File: src/inc/rs485s_consts.svh
`ifndef RS485S_CONSTS_SVH
`define RS485S_CONSTS_SVH

// Bit timing
`define RS485S_CLK_HZ     40000000
`define RS485S_BAUD       9600
`define RS485S_OVS        16
`define RS485S_DIV        (`RS485S_CLK_HZ / (`RS485S_BAUD * `RS485S_OVS))
`define RS485S_SMP_MID    4'h7
`define RS485S_SMP_LAST   4'hf
`define RS485S_BIT_LAST   3'h7

// Packet delimiters
`define RS485S_ESCAPE     8'h10
`define RS485S_OPEN_MARK  8'h02
`define RS485S_CLOSE_MARK 8'h03
`define RS485S_CSUM_LAST  1'h1

`endif

File: src/inc/rs485s_pkg.sv
`default_nettype none
package rs485s_pkg;
	typedef enum logic [1:0] {
		RX_IDLE  = 2'b00,
		RX_START = 2'b01,
		RX_DATA  = 2'b10,
		RX_STOP  = 2'b11
	} rs485s_rx_t;

	typedef enum logic [2:0] {
		TX_IDLE  = 3'b000,
		TX_LEAD  = 3'b001,
		TX_START = 3'b010,
		TX_DATA  = 3'b011,
		TX_STOP  = 3'b100
	} rs485s_tx_t;

	typedef enum logic [2:0] {
		PK_HUNT = 3'b000,
		PK_OPEN = 3'b001,
		PK_DEST = 3'b010,
		PK_BODY = 3'b011,
		PK_CSUM = 3'b100
	} rs485s_pk_t;
endpackage
`default_nettype wire

File: src/design/rs485s_tick.sv
`default_nettype none
module rs485s_tick #(
	parameter int DIV = 260
) (
	// Clock and reset
	input  wire logic core_clk,
	input  wire logic rst,
	// Enable pulse
	output var  logic tick
);
	localparam logic [8:0] LAST = 9'(DIV - 1);
	logic [8:0] divCnt_reg;

	always_ff @(posedge core_clk) begin
		if (rst || divCnt_reg == LAST) begin
			divCnt_reg <= 9'h000;
		end else begin
			divCnt_reg <= divCnt_reg + 9'h001;
		end
	end

	always_ff @(posedge core_clk) begin
		if (rst) begin
			tick <= 1'b0;
		end else begin
			tick <= (divCnt_reg == LAST);
		end
	end
endmodule
`default_nettype wire

File: src/design/rs485s_link.sv
`include "rs485s_consts.svh"
`default_nettype none
module rs485s_link (
	// Clock and reset
	input  wire logic       core_clk,
	input  wire logic       rst,
	// Transceiver side
	input  wire logic       rxLine,
	output var  logic       txLine,
	output var  logic       txDriveEn,
	// Unit address and indicator
	input  wire logic [7:0] unitAddr,
	output var  logic       linkUp,
	// Received query bytes
	output var  logic [7:0] rxData,
	output var  logic       rxValid,
	output var  logic       frameErr,
	output var  logic       queryDone,
	// Reply bytes
	input  wire logic [7:0] txData,
	input  wire logic       txValid,
	input  wire logic       txLast,
	output var  logic       txReady
);
	logic                tick;
	rs485s_pkg::rs485s_rx_t rxState_reg;
	rs485s_pkg::rs485s_tx_t txState_reg;
	rs485s_pkg::rs485s_pk_t pkState_reg;
	logic [3:0]          rxSmp_reg;
	logic [2:0]          rxBit_reg;
	logic [7:0]          rxShift_reg;
	logic                byteGood;
	logic                escPend_reg;
	logic                addrMatch_reg;
	logic                csumCnt_reg;
	logic                replyOpen_reg;
	logic [3:0]          txSmp_reg;
	logic [2:0]          txBit_reg;
	logic [7:0]          txShift_reg;
	logic                txLastByte_reg;
	logic                txAccept;
	logic                txCellEnd;

	rs485s_tick #(
		.DIV(`RS485S_DIV)
	) u_tick (
		.core_clk(core_clk),
		.rst     (rst),
		.tick    (tick)
	);

	// receiver held idle while we drive the pair
	always_ff @(posedge core_clk) begin
		if (rst || txDriveEn) begin
			rxState_reg <= rs485s_pkg::RX_IDLE;
			rxSmp_reg   <= 4'h0;
			rxBit_reg   <= 3'h0;
		end else if (tick) begin
			rxSmp_reg <= rxSmp_reg + 4'h1;
			unique case (rxState_reg)
				rs485s_pkg::RX_IDLE: begin
					rxSmp_reg <= 4'h0;
					if (!rxLine) begin
						rxState_reg <= rs485s_pkg::RX_START;
					end
				end
				rs485s_pkg::RX_START: begin
					if (rxSmp_reg == `RS485S_SMP_MID) begin
						rxSmp_reg   <= 4'h0;
						rxBit_reg   <= 3'h0;
						rxState_reg <= rxLine ? rs485s_pkg::RX_IDLE
							: rs485s_pkg::RX_DATA;
					end
				end
				rs485s_pkg::RX_DATA: begin
					if (rxSmp_reg == `RS485S_SMP_LAST) begin
						rxBit_reg <= rxBit_reg + 3'h1;
						if (rxBit_reg == `RS485S_BIT_LAST) begin
							rxState_reg <= rs485s_pkg::RX_STOP;
						end
					end
				end
				rs485s_pkg::RX_STOP: begin
					if (rxSmp_reg == `RS485S_SMP_LAST) begin
						rxState_reg <= rs485s_pkg::RX_IDLE;
					end
				end
			endcase
		end
	end

	// bit 0 arrives first, so shift in from the top
	always_ff @(posedge core_clk) begin
		if (rst) begin
			rxShift_reg <= 8'h00;
		end else if (tick && rxState_reg == rs485s_pkg::RX_DATA
				&& rxSmp_reg == `RS485S_SMP_LAST) begin
			rxShift_reg <= {rxLine, rxShift_reg[7:1]};
		end
	end

	wire stopSample = !txDriveEn && tick && rxState_reg == rs485s_pkg::RX_STOP
		&& rxSmp_reg == `RS485S_SMP_LAST;
	assign byteGood = stopSample && rxLine;

	// framing error flagged, byte not passed on
	always_ff @(posedge core_clk) begin
		if (rst) begin
			frameErr <= 1'b0;
		end else begin
			frameErr <= stopSample && !rxLine;
		end
	end

	// delimiter tracking; a bad byte drops the packet
	// address compare on the destination byte
	// checksum bytes counted high byte first
	always_ff @(posedge core_clk) begin
		if (rst || frameErr) begin
			pkState_reg   <= rs485s_pkg::PK_HUNT;
			escPend_reg   <= 1'b0;
			addrMatch_reg <= 1'b0;
			csumCnt_reg   <= 1'b0;
		end else if (byteGood) begin
			unique case (pkState_reg)
				rs485s_pkg::PK_HUNT: begin
					if (rxLine && rxShift_reg == `RS485S_ESCAPE) begin
						pkState_reg <= rs485s_pkg::PK_OPEN;
					end
				end
				rs485s_pkg::PK_OPEN: begin
					if (rxShift_reg == `RS485S_OPEN_MARK) begin
						pkState_reg <= rs485s_pkg::PK_DEST;
					end else if (rxShift_reg != `RS485S_ESCAPE) begin
						pkState_reg <= rs485s_pkg::PK_HUNT;
					end
				end
				rs485s_pkg::PK_DEST: begin
					addrMatch_reg <= (rxShift_reg == unitAddr);
					escPend_reg   <= 1'b0;
					pkState_reg   <= rs485s_pkg::PK_BODY;
				end
				rs485s_pkg::PK_BODY: begin
					if (escPend_reg) begin
						escPend_reg <= 1'b0;
						if (rxShift_reg == `RS485S_CLOSE_MARK) begin
							csumCnt_reg <= 1'b0;
							pkState_reg <= rs485s_pkg::PK_CSUM;
						end else if (rxShift_reg == `RS485S_OPEN_MARK) begin
							pkState_reg <= rs485s_pkg::PK_DEST;
						end
					end else if (rxShift_reg == `RS485S_ESCAPE) begin
						escPend_reg <= 1'b1;
					end
				end
				rs485s_pkg::PK_CSUM: begin
					csumCnt_reg <= 1'b1;
					if (csumCnt_reg == `RS485S_CSUM_LAST) begin
						pkState_reg <= rs485s_pkg::PK_HUNT;
					end
				end
				default: pkState_reg <= rs485s_pkg::PK_HUNT;
			endcase
		end
	end

	wire inOwnPacket = addrMatch_reg
		&& (pkState_reg == rs485s_pkg::PK_BODY
		|| pkState_reg == rs485s_pkg::PK_CSUM);
	wire packetEnd = byteGood && pkState_reg == rs485s_pkg::PK_CSUM
		&& csumCnt_reg == `RS485S_CSUM_LAST;

	// only own traffic is flagged valid; rxData takes every good byte
	always_ff @(posedge core_clk) begin
		if (rst) begin
			rxData    <= 8'h00;
			rxValid   <= 1'b0;
			queryDone <= 1'b0;
		end else begin
			rxValid   <= byteGood && inOwnPacket;
			queryDone <= packetEnd && addrMatch_reg;
			if (byteGood) begin
				rxData <= rxShift_reg;
			end
		end
	end

	always_ff @(posedge core_clk) begin
		if (rst) begin
			linkUp <= 1'b0;
		end else if (queryDone) begin
			linkUp <= 1'b1;
		end
	end

	assign txCellEnd = tick && txSmp_reg == `RS485S_SMP_LAST;
	wire replyEnd = txCellEnd && txState_reg == rs485s_pkg::TX_STOP
		&& txLastByte_reg;

	// replies only after an own query
	// window closes after the one reply; a new query wins
	always_ff @(posedge core_clk) begin
		if (rst) begin
			replyOpen_reg <= 1'b0;
		end else if (queryDone) begin
			replyOpen_reg <= 1'b1;
		end else if (replyEnd) begin
			replyOpen_reg <= 1'b0;
		end
	end

	assign txAccept = txReady && txValid;

	always_ff @(posedge core_clk) begin
		if (rst) begin
			txReady <= 1'b0;
		end else begin
			txReady <= replyOpen_reg && !queryDone && !txAccept
				&& txState_reg == rs485s_pkg::TX_IDLE;
		end
	end

	always_ff @(posedge core_clk) begin
		if (rst) begin
			txState_reg    <= rs485s_pkg::TX_IDLE;
			txSmp_reg      <= 4'h0;
			txBit_reg      <= 3'h0;
			txShift_reg    <= 8'h00;
			txLastByte_reg <= 1'b0;
		end else if (txAccept) begin
			txShift_reg    <= txData;
			txLastByte_reg <= txLast;
			txSmp_reg      <= 4'h0;
			txState_reg    <= rs485s_pkg::TX_LEAD;
		end else if (tick && txState_reg != rs485s_pkg::TX_IDLE) begin
			txSmp_reg <= txSmp_reg + 4'h1;
			if (txCellEnd) begin
				unique case (txState_reg)
					rs485s_pkg::TX_LEAD: txState_reg <= rs485s_pkg::TX_START;
					rs485s_pkg::TX_START: begin
						txBit_reg   <= 3'h0;
						txState_reg <= rs485s_pkg::TX_DATA;
					end
					rs485s_pkg::TX_DATA: begin
						txBit_reg   <= txBit_reg + 3'h1;
						txShift_reg <= {1'b1, txShift_reg[7:1]};
						if (txBit_reg == `RS485S_BIT_LAST) begin
							txState_reg <= rs485s_pkg::TX_STOP;
						end
					end
					rs485s_pkg::TX_STOP: txState_reg <= rs485s_pkg::TX_IDLE;
					default: txState_reg <= rs485s_pkg::TX_IDLE;
				endcase
			end
		end
	end

	always_ff @(posedge core_clk) begin
		if (rst) begin
			txLine <= 1'b1;
		end else begin
			unique case (txState_reg)
				rs485s_pkg::TX_START: txLine <= 1'b0;
				rs485s_pkg::TX_DATA:  txLine <= txShift_reg[0];
				default:              txLine <= 1'b1;
			endcase
		end
	end

	// enable leads the first start bit by one cell
	// held across the reply so nobody else grabs the pair
	always_ff @(posedge core_clk) begin
		if (rst || replyEnd) begin
			txDriveEn <= 1'b0;
		end else if (txAccept) begin
			txDriveEn <= 1'b1;
		end
	end
endmodule
`default_nettype wire

File: config.mk
export PLATFORM = sky130hd
export DESIGN_NAME = rs485s_link
export DESIGN_NICKNAME = d
export VERILOG_FILES = /design/src/inc/rs485s_pkg.sv /design/src/design/rs485s_tick.sv /design/src/design/rs485s_link.sv
export VERILOG_INCLUDE_DIRS = /design/src /design/src/inc
export SDC_FILE = /design/constraint.sdc
export NUM_CORES = 1
export LEC_CHECK = 0
export BUFFER_PORTS_ARGS = -buffer_cell sky130_fd_sc_hd__clkbuf_2
export CAP_MARGIN = 20
export CORE_MARGIN = 4
export CORE_UTILIZATION = 28
export DETAILED_ROUTE_END_ITERATION = 10
export GPL_TIMING_DRIVEN = 1
export SLEW_MARGIN = 0
export SYNTH_ARGS = -nofsm -noshare
export SYNTH_HDL_FRONTEND = slang
export SYNTH_SLANG_ARGS = --single-unit
File: constraint.sdc
create_clock -name core_clk -period 3.02 [get_ports core_clk]
set_input_delay 0.453 -clock core_clk [delete_from_list [all_inputs] [get_ports core_clk]]
set_output_delay 0.453 -clock core_clk [all_outputs]
set_load 0.005 [all_outputs]
# Yosys cells after proc, flatten, opt, wreduce, memory -nomap -nowiden
# Cells that the tools add are included.
# word_totals
register_bits	68
out_inout_bits	15
input_bits	21
# op_classes
bitwise_logic	1
n_addsub	5
n_eq_ne	35
reduce_logical	53
muxes	39
# op_table
op	count
8-bit 2-to-1 mux	4
3-bit 2-to-1 mux	10
1-bit logical AND	21
2-bit != test (second input constant)	10
8-bit by 2-bit equality test with 1-bit output (second input constant)	2
2-bit nonzero test	8
3-bit one-hot mux with 5 select lines	1
3-bit by 2-bit equality test with 1-bit output (second input constant)	4
3-bit equality test (second input constant)	4
2-bit 2-to-1 mux	6
3-bit one-hot mux with 2 select lines	2
4-bit AND reduction	3
6-bit AND reduction	2
9-bit by 1-bit adder with 9-bit output (second input constant)	1
9-bit equality test (second input constant)	1
1-bit 2-to-1 mux	9
3-bit != test (second input constant)	3
3-bit one-hot mux with 3 select lines	1
3-bit AND reduction	3
4-bit by 1-bit adder with 4-bit output (second input constant)	2
4-bit equality test (second input constant)	2
8-bit by 5-bit equality test with 1-bit output (second input constant)	1
8-bit equality test	1
8-bit by 5-bit != test with 1-bit output (second input constant)	1
17 further kinds	31

# Logic depth before layout (Yosys ltp)
# logic_depth
word_depth	8
depth_mapped	7
ltp_nobuf	6

# By module
# From an unflattened synthesis, not the netlist that was laid out.
# unflattened
cells_unflattened	353
area_unflattened_um2	3119.2
# modules_own_cells
mod	area_each_um2	instances	cells_each
rs485s_link	2715.1	1	308
rs485s_tick	404.1	1	45

# Least setup slack after synthesis
# No wires, ideal clock.
# synth_path
kind	register -> register
startpoint	register rxSmp_reg[0]
endpoint	register rxData[0]
n_path_buf	1
stages_incl_launch_ff	7
path_slack_ns	1.420
arrival_ns	1.472
period_less_slack_ns	1.600
cell_sequence	dfxtp_1 -> ha_1 -> nand3_2 -> nor4_4 -> buf_6 -> mux2i_1 -> nor2_1
# synth_between
elab_chain_cells	3
# synth_lines
element	line_no	source
start, declared	rs485s_link.sv:29	logic [3:0] rxSmp_reg;
start signal, assigned	rs485s_link.sv:59	rxSmp_reg <= rxSmp_reg + 4'h1;
4-bit equality test (no source line)	n/a	
1-bit logical AND (no source line)	n/a	
1-bit logical AND	rs485s_link.sv:104	assign byteGood = stopSample && rxLine;
end signal, assigned	rs485s_link.sv:183	rxData <= rxShift_reg;
end, declared	rs485s_link.sv:15	output var logic [7:0] rxData,
# No other way between the ends.
# A chain may end at the register's enable or synchronous reset.

# Worst setup path after layout
# layout_path
startpoint	register rxSmp_reg[0]
endpoint	register addrMatch_reg
# layout_between
elab_chain_cells	4
# layout_lines
element	line_no	source
4-bit equality test (no source line)	n/a	
1-bit logical AND (no source line)	n/a	
1-bit logical AND	rs485s_link.sv:104	
2-bit AND reduction (no source line)	n/a	
end signal, assigned	rs485s_link.sv:139	addrMatch_reg <= (rxShift_reg == unitAddr);
end, declared	rs485s_link.sv:34	logic addrMatch_reg;
# No other way between the ends.

==> flow_summary_export.csv <==
group,metric,value,unit
timing,rsz0062_at_grt,"false",
synthesis,netlist_area,3093,um2
synthesis,synth_cells,348,
routing,remaining_drc_errors,0,
critical_path,crit_slowest_cell,"dfxtp_1",
timing,final.period_utilization,59.88,%
timing,fin_setup_tns,0,ns
run,cap_violations,0,
global_route,gr-usage-all-layers,10.27,%
routing,via_per_inst,4.712,
synthesis,synth_edf_count,0,
global_route,grt_overflow,0,
place,dpl.hpwl,4466,um
synthesis,yosysSeqAreaShare,44.01,%
layout,final_common_cell,"dfxtp_1",
critical_path,path_cells,"ha_1 > nand3_2 > nor4_4 > buf_4 > nand3_1 > mux2i_1 > nor3_1",
critical_path,rrSetupSlack,1.21,ns
synthesis,synth_top_area_share,44.01,%
worst_hold_path,worstHoldEndpoint,"txLastByte_reg",
clock_tree,clk_latency,0.34,ns
synthesis,ys_warn_count,0,
critical_path,worstPathArrival,2.00,ns
global_route,grt_antenna_before_repair,0,
die,core,10840,um2
routing,postRouteAntennaNets,0,
timing,drv_slew,0,
timing,fin_crit,1.808,ns
synthesis,ys_ff_latch,68,
die,die_height,113.1,um
timing,clock_skew,0.009595,ns
clock_tree,clk_pin_slew,0.08,ns
synthesis,avgSynthCellArea,8.888,um2
synthesis,ys.flop_type,"dfxtp_1",
layout,antenna_cells,0,
worst_hold_path,hold_class,"primary input to register",
clock_tree,postCtsSetupRepairBufs,0,
synthesis,async_reset_ff_share,0,%
die,num_rows,38,
global_route,first_global_vias,2383,
critical_path,cp_slowest_stage_delay,0.38,ns
power,p_leak,0.001326,uW
clock_tree,cts_tree,"yes",
layout,nets,408,
global_route,grt_pass1_wl,10910,um
layout,largest_register_ffs,9,
clock_tree,cts_buffer_depth,2,
run_status,status,"finished, final reports clean",
synthesis,synth_nets,376,
die,die-area,12790,um2
routing,wl_per_cell,11.69,um
layout,final_cell_mix,"68 x dfxtp_1, 53 x nor2_1, 37 x nand2_1, 35 x clkbuf_2, 27 x mux2i_1",
timing,worstMarginPinSlew,0.8109,ns
clock_tree,cts_max_level,3,
timing,finalSetupViolCount,0,
layout,drive_gt1_share,15.32,%
layout,syn_to_final_growth,15.98,%
critical_path,path_class,"register to register",
routing,drt_iter0_drc,106,
critical_path,reg2regPathDepth,7,
die,pin_count,36,
power,p_per_area,482.1,nW/um2
critical_path,reg2reg_to,"addrMatch_reg",
critical_path,worstReg2RegStart,"rxSmp_reg[0]",
clock_tree,cts_inserted_buffers,9,
routing,vias,2474,
critical_path,end_kind,"register",
routing,wirelength,6139,um
worst_hold_path,hp-start,"txLast",
critical_path,worstPathRequired,3.21,ns
place,numPortBuffers,35,
die,die_x,113.1,um
critical_path,critPathLaunchType,"register",
clock_tree,clock-sinks,68,
clock_tree,cts_hold_buf,0,
global_route,grt_start_max_net_pins,43,
synthesis,netlist_top_cells_area,"dfxtp_1 44%, mux2i_1 8.7%, nor2_1 6.4%, nand2_1 4.5%, nand3_1 3.7%",
timing,relSlewSlack,45.94,%
timing,hold_violations,0,
critical_path,crit_fanout,14,
die,start_util,28.53,%
place,globalplace.congestion,0.7693,
synthesis,synth_top_area_cell,"dfxtp_1",
worst_hold_path,min_path_cells,3,
clock_tree,cts_root_buffer,"clkbuf_8",
synthesis,ys_types,47,
timing,fmax,553.0,MHz
place,place_inst,509,
layout,fin_cells,525,
routing,drt_first_pass_iters,4,
clock_tree,post_cts_resized,0,
power,peakVddDrop,0.2861,mV
[through the flow]
step                total power, uW  utilization, %  hold WS, ns  cell area (um2)  setup slack [ns]
floorplan                     951.1               -       0.4175             3093             1.420
global placement              969.7           31.15       0.4314             3377             1.233
detailed placement            971.4           31.15       0.4400             3377             1.153
CTS                            1759           33.09       0.3386             3587             1.186
global route                   1809           33.09       0.3540             3587            0.9588
finish                         1729           33.09       0.3571             3587             1.212
[power by group]
group / switching [uW] / internal (uW) / leakage (uW) / total [uW]
sequential: 2.96 / 899 / 0.000548 / 902
combinational: 27.7 / 19.6 / 0.000676 / 47.3
clock: 352 / 428 / 0.000102 / 780
total: 383 / 1350 / 0.00133 / 1730
[layer usage]
layer	share of wire (%)	wire length (um)	GRT usage, %	vias to the layer above
li1	-	-	-	1283
met1	50	3042	13.48	1133
met4	0.46	28	1.923	0
met3	4.5	275	4.011	4
met2	45	2793	16.19	54
met5	0	0	0	-
[worst max-delay path by stage]
| stage | start | to | slack (ns) | depth (start not counted) |
|---|---|---|---|---|
| after detailed placement | txValid | txShift_reg[3] | 1.15 | 5 |
| after CTS | txReady | txShift_reg[3] | 1.19 | 4 |
| after global routing | txReady | txShift_reg[3] | 0.96 | 4 |
| after global placement | rst | rxSmp_reg[0] | 1.23 | 4 |
| after floorplan | rxSmp_reg[0] | rxData[0] | 1.42 | 6 |
| final | rxSmp_reg[0] | addrMatch_reg | 1.21 | 7 |
[synthesized netlist by cell type, types with 2 or more instances]
| library cell | n |
|---|---|
| xor2_1 | 7 |
| ha_1 | 7 |
| a21oi_1 | 14 |
| nand4_1 | 7 |
| dfxtp_1 | 68 |
| nand2b_1 | 5 |
| a31oi_1 | 4 |
| and2_1 | 3 |
| or2_1 | 2 |
| nor2_1 | 53 |
| nor2b_1 | 3 |
| o21ai_0 | 4 |
| and3_1 | 3 |
| nand2_1 | 37 |
| or3_1 | 5 |
| xnor2_1 | 11 |
| a211o_1 | 2 |
| buf_1 | 2 |
| nand3b_1 | 5 |
| nand3_1 | 23 |
| inv_1 | 5 |
| a311oi_1 | 7 |
| buf_2 | 2 |
| nand3_2 | 2 |
| o21ai_1 | 4 |
| nor4_4 | 2 |
| mux2i_1 | 27 |
| nor3_1 | 6 |
| clkbuf_1 | 8 |
| nor4_1 | 2 |
| buf_4 | 2 |
[area by class of cell]
class | count | area (um2)
clock inverter | 5 | 58.81
clock buffer | 11 | 151.4
sequential | 68 | 1361
multi-input combinational | 260 | 1639
tap | 140 | 175.2
timing repair buffer | 36 | 182.7
fill | 1129 | 7253
inverter | 5 | 18.77
[critical path: cells and delay by family, from the launching register on]
kind / cells / cell delay [ns]
muxes: 1 / 0.16
and+or+nand+nor: 4 / 0.58
DFF: 1 / 0.38
buffers and inverters: 1 / 0.27
adders and majority gates: 1 / 0.26
[cells by family (layout without fill, tap and decap cells)]
kind of cell	count (synthesis)	in the layout	share of synthesized area [%]
buf+inv	20	57	2.994
xor+xnor	18	18	5.097
compound gates	41	41	8.617
simple gates	167	167	27.71
fa+ha+maj	7	7	2.832
flops	68	68	44.01
mux	27	27	8.738
No activity file was read; power rests on OpenSTA's default activity.
